## src/msh_pkg.sv

```systemverilog
package msh_pkg;

    // ----------------------------------------------------------------
    // Instruction classes
    // ----------------------------------------------------------------
    localparam logic [1:0] INSN_NONE  = 2'h0;
    localparam logic [1:0] INSN_FSYNC = 2'h1;
    localparam logic [1:0] INSN_BAR   = 2'h2;

    localparam int         ORD_W        = 5;
    localparam logic [4:0] ORD_SYNC_MAX = 5'h01;

    localparam int         SNQ_CNT_W = 4;

    // ----------------------------------------------------------------
    // Initiator states
    // ----------------------------------------------------------------
    typedef enum logic [2:0] {
        MSH_I_IDLE  = 3'b000,
        MSH_I_DRAIN = 3'b001,
        MSH_I_REQ   = 3'b010,
        MSH_I_GAP   = 3'b011
    } msh_init_st_t;

    // ----------------------------------------------------------------
    // Responder states
    // ----------------------------------------------------------------
    typedef enum logic [1:0] {
        MSH_R_IDLE  = 2'b00,
        MSH_R_DRAIN = 2'b01,
        MSH_R_ACK   = 2'b10
    } msh_resp_st_t;

endpackage
```

## src/msh_core.sv

```systemverilog
`timescale 1ns/10ps

module msh_core #(
    parameter int SNQ_CNT_W = msh_pkg::SNQ_CNT_W
) (
    // Clock and reset
    input  wire logic                       clk,
    input  wire logic                       srst,
    // Instruction issue
    input  wire logic                       insn_valid,
    input  wire logic [1:0]                 insn_kind,
    input  wire logic [msh_pkg::ORD_W-1:0]  barrier_ordering_field,
    input  wire logic                       irq_pending,
    // Internal buffers
    input  wire logic                       store_bufs_empty,
    input  wire logic [SNQ_CNT_W-1:0]       snoop_q_count,
    input  wire logic                       snoop_pop,
    // Pipeline controls
    output logic                            operand_stall,
    output logic                            store_flush,
    output logic                            sync_done,
    output logic                            sync_abort,
    output logic                            snoop_drain,
    // Sync handshake pins
    output logic                            sync_req_out,
    input  wire logic                       sync_ack_in,
    input  wire logic                       sync_req_in,
    output logic                            sync_ack_out
);

    // ----------------------------------------------------------------
    // Initiator side
    // ----------------------------------------------------------------
    msh_pkg::msh_init_st_t ist;
    logic                  sync_insn;

    always_comb begin
        sync_insn = insn_valid &&
            ((insn_kind == msh_pkg::INSN_FSYNC) ||
             ((insn_kind == msh_pkg::INSN_BAR) &&
              (barrier_ordering_field <= msh_pkg::ORD_SYNC_MAX)));
    end

    always_ff @(posedge clk) begin
        if (srst) begin
            ist           <= msh_pkg::MSH_I_IDLE;
            sync_req_out  <= 1'b0;
            operand_stall <= 1'b0;
            store_flush   <= 1'b0;
            sync_done     <= 1'b0;
            sync_abort    <= 1'b0;
        end else begin
            sync_done  <= 1'b0;
            sync_abort <= 1'b0;
            case (ist)
                msh_pkg::MSH_I_IDLE: begin
                    if (sync_insn) begin
                        operand_stall <= 1'b1;
                        store_flush   <= 1'b1;
                        ist           <= msh_pkg::MSH_I_DRAIN;
                    end
                end
                msh_pkg::MSH_I_DRAIN: begin
                    if (irq_pending) begin
                        operand_stall <= 1'b0;
                        store_flush   <= 1'b0;
                        sync_abort    <= 1'b1;
                        ist           <= msh_pkg::MSH_I_IDLE;
                    end else if (store_bufs_empty && !sync_ack_in) begin
                        store_flush  <= 1'b0;
                        sync_req_out <= 1'b1;
                        ist          <= msh_pkg::MSH_I_REQ;
                    end
                end
                msh_pkg::MSH_I_REQ: begin
                    // Same-clock partner, read directly to finish next cycle
                    if (sync_ack_in) begin
                        sync_req_out  <= 1'b0;
                        sync_done     <= 1'b1;
                        operand_stall <= 1'b0;
                        ist           <= msh_pkg::MSH_I_GAP;
                    end else if (irq_pending) begin
                        sync_req_out  <= 1'b0;
                        sync_abort    <= 1'b1;
                        operand_stall <= 1'b0;
                        ist           <= msh_pkg::MSH_I_GAP;
                    end
                end
                msh_pkg::MSH_I_GAP: begin
                    ist <= msh_pkg::MSH_I_IDLE;
                end
                default: begin
                    ist           <= msh_pkg::MSH_I_IDLE;
                    sync_req_out  <= 1'b0;
                    operand_stall <= 1'b0;
                    store_flush   <= 1'b0;
                end
            endcase
        end
    end

    // ----------------------------------------------------------------
    // Responder side
    // ----------------------------------------------------------------
    msh_pkg::msh_resp_st_t rsp_st;
    logic [SNQ_CNT_W-1:0]  snoop_left;

    always_ff @(posedge clk) begin
        if (srst) begin
            rsp_st       <= msh_pkg::MSH_R_IDLE;
            snoop_left   <= '0;
            snoop_drain  <= 1'b0;
            sync_ack_out <= 1'b0;
        end else begin
            case (rsp_st)
                msh_pkg::MSH_R_IDLE: begin
                    // Idle is re-entered with the request seen low, except through reset or from an illegal state through the default branch
                    if (sync_req_in) begin
                        snoop_left <= snoop_q_count;
                        if (snoop_q_count == '0) begin
                            sync_ack_out <= 1'b1;
                            rsp_st       <= msh_pkg::MSH_R_ACK;
                        end else begin
                            snoop_drain <= 1'b1;
                            rsp_st      <= msh_pkg::MSH_R_DRAIN;
                        end
                    end
                end
                msh_pkg::MSH_R_DRAIN: begin
                    if (!sync_req_in) begin
                        // withdrawn, abandon drain
                        // Abandoning frees the snoop path soonest
                        snoop_drain <= 1'b0;
                        snoop_left  <= '0;
                        rsp_st      <= msh_pkg::MSH_R_IDLE;
                    end else if (snoop_pop) begin
                        snoop_left <= snoop_left - SNQ_CNT_W'(1);
                        if (snoop_left == SNQ_CNT_W'(1)) begin
                            snoop_drain  <= 1'b0;
                            sync_ack_out <= 1'b1;
                            rsp_st       <= msh_pkg::MSH_R_ACK;
                        end
                    end
                end
                msh_pkg::MSH_R_ACK: begin
                    if (!sync_req_in) begin
                        sync_ack_out <= 1'b0;
                        rsp_st       <= msh_pkg::MSH_R_IDLE;
                    end
                end
                default: begin
                    rsp_st       <= msh_pkg::MSH_R_IDLE;
                    snoop_left   <= '0;
                    snoop_drain  <= 1'b0;
                    sync_ack_out <= 1'b0;
                end
            endcase
        end
    end

    // ----------------------------------------------------------------
    // Assertions and cover properties
    // ----------------------------------------------------------------
    // decode starts sync
    a_sync_decode: assert property (
        @(posedge clk) disable iff (srst)
        ist == msh_pkg::MSH_I_IDLE && insn_valid &&
        (insn_kind == msh_pkg::INSN_FSYNC ||
         (insn_kind == msh_pkg::INSN_BAR &&
          barrier_ordering_field <= msh_pkg::ORD_SYNC_MAX))
        |=> operand_stall && ist == msh_pkg::MSH_I_DRAIN)
        else $error("sync instruction did not start a sync");

    a_req_after_drain: assert property (
        @(posedge clk) disable iff (srst)
        $rose(sync_req_out) |-> $past(store_bufs_empty) && operand_stall)
        else $error("sync request raised before buffers drained");

    a_drain_on_req: assert property (
        @(posedge clk) disable iff (srst)
        rsp_st == msh_pkg::MSH_R_IDLE && sync_req_in &&
        snoop_q_count != '0 |=> snoop_drain)
        else $error("snoop drain did not start on request");

    a_ack_after_drain: assert property (
        @(posedge clk) disable iff (srst)
        sync_ack_out |-> snoop_left == '0 && !snoop_drain)
        else $error("acknowledge raised with snoops still owed");

    a_done_on_ack: assert property (
        @(posedge clk) disable iff (srst)
        sync_req_out && sync_ack_in |=> !sync_req_out && sync_done)
        else $error("sync did not complete the cycle after ack");

    a_ack_release: assert property (
        @(posedge clk) disable iff (srst)
        sync_ack_out && !sync_req_in |=> !sync_ack_out)
        else $error("acknowledge held after request dropped");

    a_abort_on_irq: assert property (
        @(posedge clk) disable iff (srst)
        sync_abort |-> $past(irq_pending) && !sync_req_out &&
        !operand_stall)
        else $error("abort without interrupt or request still up");

    a_ack_needs_req: assert property (
        @(posedge clk) disable iff (srst)
        $rose(sync_ack_out) |-> $past(sync_req_in))
        else $error("acknowledge raised without a request");

    a_quick_ack: assert property (
        @(posedge clk) disable iff (srst)
        rsp_st == msh_pkg::MSH_R_IDLE && sync_req_in &&
        snoop_q_count == '0 |=> sync_ack_out)
        else $error("empty snoop queue not acknowledged at once");

    a_req_gap: assert property (
        @(posedge clk) disable iff (srst)
        $fell(sync_req_out) |=> !sync_req_out)
        else $error("sync request re-raised without a low clock");

    c_sync_done: cover property (
        @(posedge clk) disable iff (srst) sync_done);

    c_sync_abort: cover property (
        @(posedge clk) disable iff (srst) sync_abort);

    c_quick_ack: cover property (
        @(posedge clk) disable iff (srst)
        $rose(sync_ack_out) && $past(rsp_st == msh_pkg::MSH_R_IDLE));

    c_drain_abandon: cover property (
        @(posedge clk) disable iff (srst)
        $fell(snoop_drain) && !sync_ack_out);
endmodule

```

## config.mk

```make
export PLATFORM = sky130hd
export DESIGN_NAME = msh_core
export DESIGN_NICKNAME = d
export VERILOG_FILES = /design/src/msh_pkg.sv /design/src/msh_core.sv
export SDC_FILE = /design/constraint.sdc
export NUM_CORES = 1
export LEC_CHECK = 0
export BUFFER_PORTS_ARGS = -buffer_cell sky130_fd_sc_hd__buf_2
export CELL_PAD_IN_SITES_DETAIL_PLACEMENT = 0
export CELL_PAD_IN_SITES_GLOBAL_PLACEMENT = 1
export CORE_MARGIN = 8
export CORE_UTILIZATION = 36
export CTS_CLUSTER_DIAMETER = 120
export CTS_CLUSTER_SIZE = 12
export DETAILED_ROUTE_END_ITERATION = 6
export GPL_TIMING_DRIVEN = 0
export PLACE_DENSITY_LB_ADDON = 0.1
export REMOVE_ABC_BUFFERS = 1
export SETUP_SLACK_MARGIN = 0.05
export SLEW_MARGIN = 20
export SYNTH_ARGS = -nofsm -noshare
export SYNTH_HDL_FRONTEND = slang
export SYNTH_SLANG_ARGS = --single-unit
```

## constraint.sdc

```tcl
create_clock -name clk -period 2.2 [get_ports clk]
set_clock_uncertainty 0.2 [all_clocks]
set_input_delay 0.11 -clock clk [delete_from_list [all_inputs] [get_ports clk]]
set_output_delay 0.11 -clock clk [all_outputs]
set_load 0.005 [all_outputs]
```

==> flow_summary.yaml, run 1 <==
logic_synthesis:
  yosys_register_bits: 15
  synth-simple-area-share_pct: 28.4
  synth_flop_cell: "dfxtp_1"
  muxShareOfSynthArea_pct: 0
  synth_async_sr_flop_share_pct: 0
  synth_top_area_share_pct: 33.1
  synth_fa_ha_area_share_pct: 8.28
  synthTopCellsByCount: "15 x dfxtp_1, 10 x nor2_1, 9 x inv_1"
  synth_top_family_by_area: "simple AND/OR/NAND/NOR gates"
  synth_compound_area_share_pct: 23.0
  syn_inst: 111
  synth_area_per_cell_um2: 8.17
  syn_area_um2: 907
  synthXorXnorAreaFrac_pct: 1.93
  synthDistinctLibCells: 37
  synth-edff-count: 0
  yosysMostFrequentCell: "dfxtp_1"
  synth_top_area_cell: "dfxtp_1"
  ys_seq_area_share_pct: 33.1
  yosys_warnings: 0
  synth_area_leaders: "dfxtp_1 33%, ha_1 8.3%, nor2_1 4.1%"
die:
  die_h_um: 66.2
  dieArea_mm2: 0.00438
  core_area_mm2: 0.00243
  ios: 26
  rows: 18
  die_x_um: 66.2
  initial_core_util_pct: 37.3
timing:
  setup_tns_ns: 0
  drv_slew: 0
  worst_pin_slew_ns: 0.501
  rsz0062_at_grt: "no"
  max_freq_ghz: 0.520
  hold_violations: 0
  fin_crit_sh_pct: 87.5
  min_period_ns: 1.92
  max_slew_margin_pct: 66.6
  finalSetupViolCount: 0
clocking:
  cts_max_level: 1
  cts-root-buf: "clkbuf_4"
  clk_pin_slew_ns: 0.09
  cts_sinks: 15
  post_cts_buffers: 0
  insertion_delay_ns: 0.28
  cts_tree: "yes"
  cts-resized-gates: 0
  clk_path_buf_depth: 2
  cts_made_buffers: 3
detailed_routing:
  first_pass_iters: 4
  post-route-drc-count: 0
  via_per_inst: 5.17
  drt-total-wl_mm: 2.12
  wl_per_cell_um: 12.3
  postRouteAntennaNets: 0
  drtIter0Drc: 18
  vias: 890
critical_path:
  critical_path_class: "reg2reg"
  startpoint_type: "register"
  cp.required_ns: 2.18
  cp_data_arrival_time_ns: 1.90
  worstPathMaxFanout: 6
  endpoint_kind: "register"
finish:
  fillCellCount: 257
  final_cells: 172
  fin_nets: 168
  syn_to_final_growth_pct: 25.5
  diodes: 0
  drive_above_1_share_pct: 21.8
global_route:
  grt_start_max_net_pins: 19
  grt_pass1_wl_mm: 3.69
  antenna_found_initial: 0
  first_global_vias: 905
  grt-ovfl-total: 0
  track_usage_pct: 10.5
place:
  dpl.hpwl_mm: 1.66
  dp.cells: 162
  gp_congestion: 0.787
  portBuffers: 24
hold_path:
  hold_path.class: "in2reg"
job:
  cap_viol_max_count: 0
power_and_ir_drop:
  powerDensity_mw_per_mm2: 515
  p_leak_nw: 0.489
  ir_drop_v: 0.000199
run_status:
  status: "finished, final reports clean"
==> cell usage in the layout, fill, tap and decap left out, drive strengths merged, types with 3 or more instances in the layout <==
master	n
a21oi	7
and3	3
buf	24
clkbuf	3
dfxtp	15
dlygate4sd3	6
ha	6
inv	9
nand2	8
nor2	11
nor2b	3
nor3	5
nor3b	4
o21ai	7
==> flip-flops by register name, summed over array words and instances, names as in the netlist <==
name,flops
rsp_st,2
sync_ack_out,1
sync_req_out,1
sync_done,1
operand_stall,1
snoop_left,4
snoop_drain,1
ist,2
sync_abort,1
store_flush,1
==> through the flow <==
step	hold WS [ns]	area (µm²)	power [mW]	worst slack, ns	util [%]
after floorplan	-0.0209	893	0.382	0.477	-
after global placement	0.180	1050	0.431	0.289	43.2
after detailed placement	0.181	1050	0.431	0.302	43.2
after CTS	0.00124	1140	0.599	0.259	46.8
after global routing	0.0252	1140	0.628	0.146	46.8
final	0.00248	1140	0.587	0.276	46.8
==> power breakdown <==
group	total [mW]	switching (mW)	leakage, nW	internal, mW
registers	0.303	0.0161	0.123	0.286
logic	0.128	0.0646	0.349	0.0632
clock network	0.156	0.0888	0.0177	0.0674
==> path summary, 6_finish.rpt <==
path                                       start  slack (ns)  cells past startpoint            end
worst max-delay path                      ist[0]        0.28                      5     sync_abort
worst min-delay path            snoop_q_count[1]       0.002                      5  snoop_left[1]
worst max register to register            ist[0]        0.28                      5     sync_abort
worst min register to register       snoop_drain        0.29                      2    snoop_drain
==> cell families (layout without fill, tap and decap cells) <==
kind of cell,count (synthesis),after routing
buf+inv,12,43
xor+xnor,2,2
flops,15,15
compound gates,31,31
fa+ha+maj,6,6
simple gates,45,45
==> metal layers <==
| layer | part of all wire [%] | vias to the layer above | global-route usage (%) |
|---|---|---|---|
| met2 | 47 | 18 | 18.1 |
| met4 | 1.1 | 0 | 4.80 |
| met5 | 0 | - | 0 |
| li1 | - | 465 | - |
| met3 | 5.6 | 4 | 3.39 |
| met1 | 47 | 403 | 11.4 |
==> what timing repair did <==
action	CTS	global route
endpoints found under the setup margin	0	0
hold buffers	6	0
endpoints found under the hold margin	11	0
==> critical path, stage by stage (launching register included) <==
cell and delay, ns:
dfxtp_1 0.39, inv_1 0.09, ha_1 0.27, a21oi_1 0.24, nor3_1 0.07, dlygate4sd3_1 0.55
==> cell type report <==
class,count,area (µm²),share of cell area [%]
multi-input combinational,84,559,49.1
tap,30,37.5,3.30
timing repair buffer,30,180,15.8
sequential,15,300,26.4
clock buffer,3,22.5,1.98
clock inverter,1,5.00,0.440
inverter,9,33.8,2.97
No activity file was read; power rests on OpenSTA's default activity.
==> inputs of run 2 (changes only) <==
BUFFER_PORTS_ARGS = not set   (was -buffer_cell sky130_fd_sc_hd__buf_2)
CORE_UTILIZATION = 43   (was 36)
DONT_BUFFER_PORTS = 1   (was not set)
==> flow_summary.yaml, run 2 (synthesis results as in run 1) <==
run_status:
  status: "finished, final reports clean"
detailed_routing:
  wl_per_cell_um: 13.9
  first_pass_iters: 4
  drtIter0Drc: 10
  post-route-drc-count: 0
  postRouteAntennaNets: 0
  vias: 848
  drt-total-wl_mm: 2.12
  via_per_inst: 5.54
clocking:
  clk_path_buf_depth: 2
  cts_sinks: 15
  cts_made_buffers: 3
  post_cts_buffers: 0
  clk_pin_slew_ns: 0.08
  cts_tree: "yes"
  cts_max_level: 1
  insertion_delay_ns: 0.27
  cts-root-buf: "clkbuf_4"
timing:
  worst_pin_slew_ns: 0.523
  fin_crit_sh_pct: 89.2
  hold_violations: 0
  setup_tns_ns: 0
  drv_slew: 0
  finalSetupViolCount: 0
  max_freq_ghz: 0.510
  max_slew_margin_pct: 64.8
  rsz0062_at_grt: "no"
  min_period_ns: 1.96
critical_path:
  endpoint_kind: "register"
  worstPathMaxFanout: 5
  reg2reg_depth: 5
  cp.required_ns: 2.16
  cp_data_arrival_time_ns: 1.92
  startpoint_type: "primary input"
  critical_path_class: "in2reg"
global_route:
  grt_start_max_net_pins: 19
  first_global_vias: 868
  grt_pass1_wl_mm: 3.71
  antenna_found_initial: 0
  track_usage_pct: 12.8
  grt-ovfl-total: 0
power_and_ir_drop:
  p_leak_nw: 0.417
  ir_drop_v: 0.000263
  powerDensity_mw_per_mm2: 523
hold_path:
  holdPathStages: 3
  hold_path.class: "in2reg"
die:
  die_h_um: 61.9
  die_x_um: 61.9
  core_area_mm2: 0.00198
  rows: 16
  ios: 26
  dieArea_mm2: 0.00384
  initial_core_util_pct: 45.8
place:
  gp_congestion: 0.752
  portBuffers: 0
  dpl.hpwl_mm: 1.58
  dpl-instance-area_um2: 927
job:
  cap_viol_max_count: 0
finish:
  syn_to_final_growth_pct: 21.0
  reg_top3: "snoop_left x4, ist x2, rsp_st x2"
  fin_area_mm2: 0.00110
  fin_nets: 152
  largest_reg_flops: 4
  drive_above_1_share_pct: 6.35
  largest-register: "snoop_left"
  final_cell_mix: "14 x dlygate4sd3_1, 14 x dfxtp_1, 10 x nor2_1, 9 x inv_1, 8 x nand2_1"
  diodes: 0
## run 2: final cells by class
| cell class | count | area (µm²) |
|---|---|---|
| sequential | 15 | 302 |
| clock buffer | 4 | 26.3 |
| fill | 185 | 885 |
| inverter | 9 | 33.8 |
| tap | 27 | 33.8 |
| multi-input combinational | 84 | 562 |
| timing repair buffer | 14 | 140 |
## run 2: where the power goes
part	switching, mW	internal (mW)	total [mW]	leakage [nW]
logic	0.0585	0.0610	0.119	0.279
clock network	0.0796	0.0702	0.150	0.0150
registers	0.0185	0.287	0.305	0.123
total	0.157	0.418	0.574	0.417
## run 2: path summary, 6_finish.rpt
path | endpoint | slack, ns | startpoint
worst max-delay path | snoop_left[1] | 0.24 | sync_req_in
worst min-delay path | sync_req_out | 0.05 | store_bufs_empty
worst max register to register | ist[0] | 0.24 | ist[0]
worst min register to register | ist[0] | 0.32 | ist[0]
## run 2: routing by layer
layer,global-route usage [%],up-vias,share of wire (%),routed length [µm]
li1,-,436,-,-
met1,13.9,395,45,962
met2,22.6,15,49,1030
met3,3.91,2,5.6,120
met4,4.87,0,0.47,10
met5,0,-,0,0
## run 2: metrics by stage
| step | hold WS, ns | setup slack, ns | util, % | power, mW | std cells |
|---|---|---|---|---|---|
| finish | 0.0501 | 0.238 | 55.4 | 0.574 | 153 |
| global route | 0.0360 | 0.0852 | 55.4 | 0.619 | 153 |
| CTS | 0.0354 | 0.163 | 55.2 | 0.586 | 153 |
| detailed placement | -0.0138 | 0.311 | 46.8 | 0.401 | 135 |
| global placement | -0.0168 | 0.303 | 46.8 | 0.401 | 135 |
| floorplan | -0.0209 | 0.477 | - | 0.382 | 108 |
## run 2: critical path, stage by stage
cell and delay [ns]:
dlygate4sd3_1 0.61, nor2b_2 0.26, nor2_1 0.10, o21ai_0 0.18, a21oi_1 0.08, dlygate4sd3_1 0.57
## run 2: timing repair
action | 4_1_cts | 5_1_grt
hold endpoints to repair | 15 | 0
hold buffers | 14 | 0
setup endpoints to repair | 0 | 1
gates resized for setup | 0 | 2
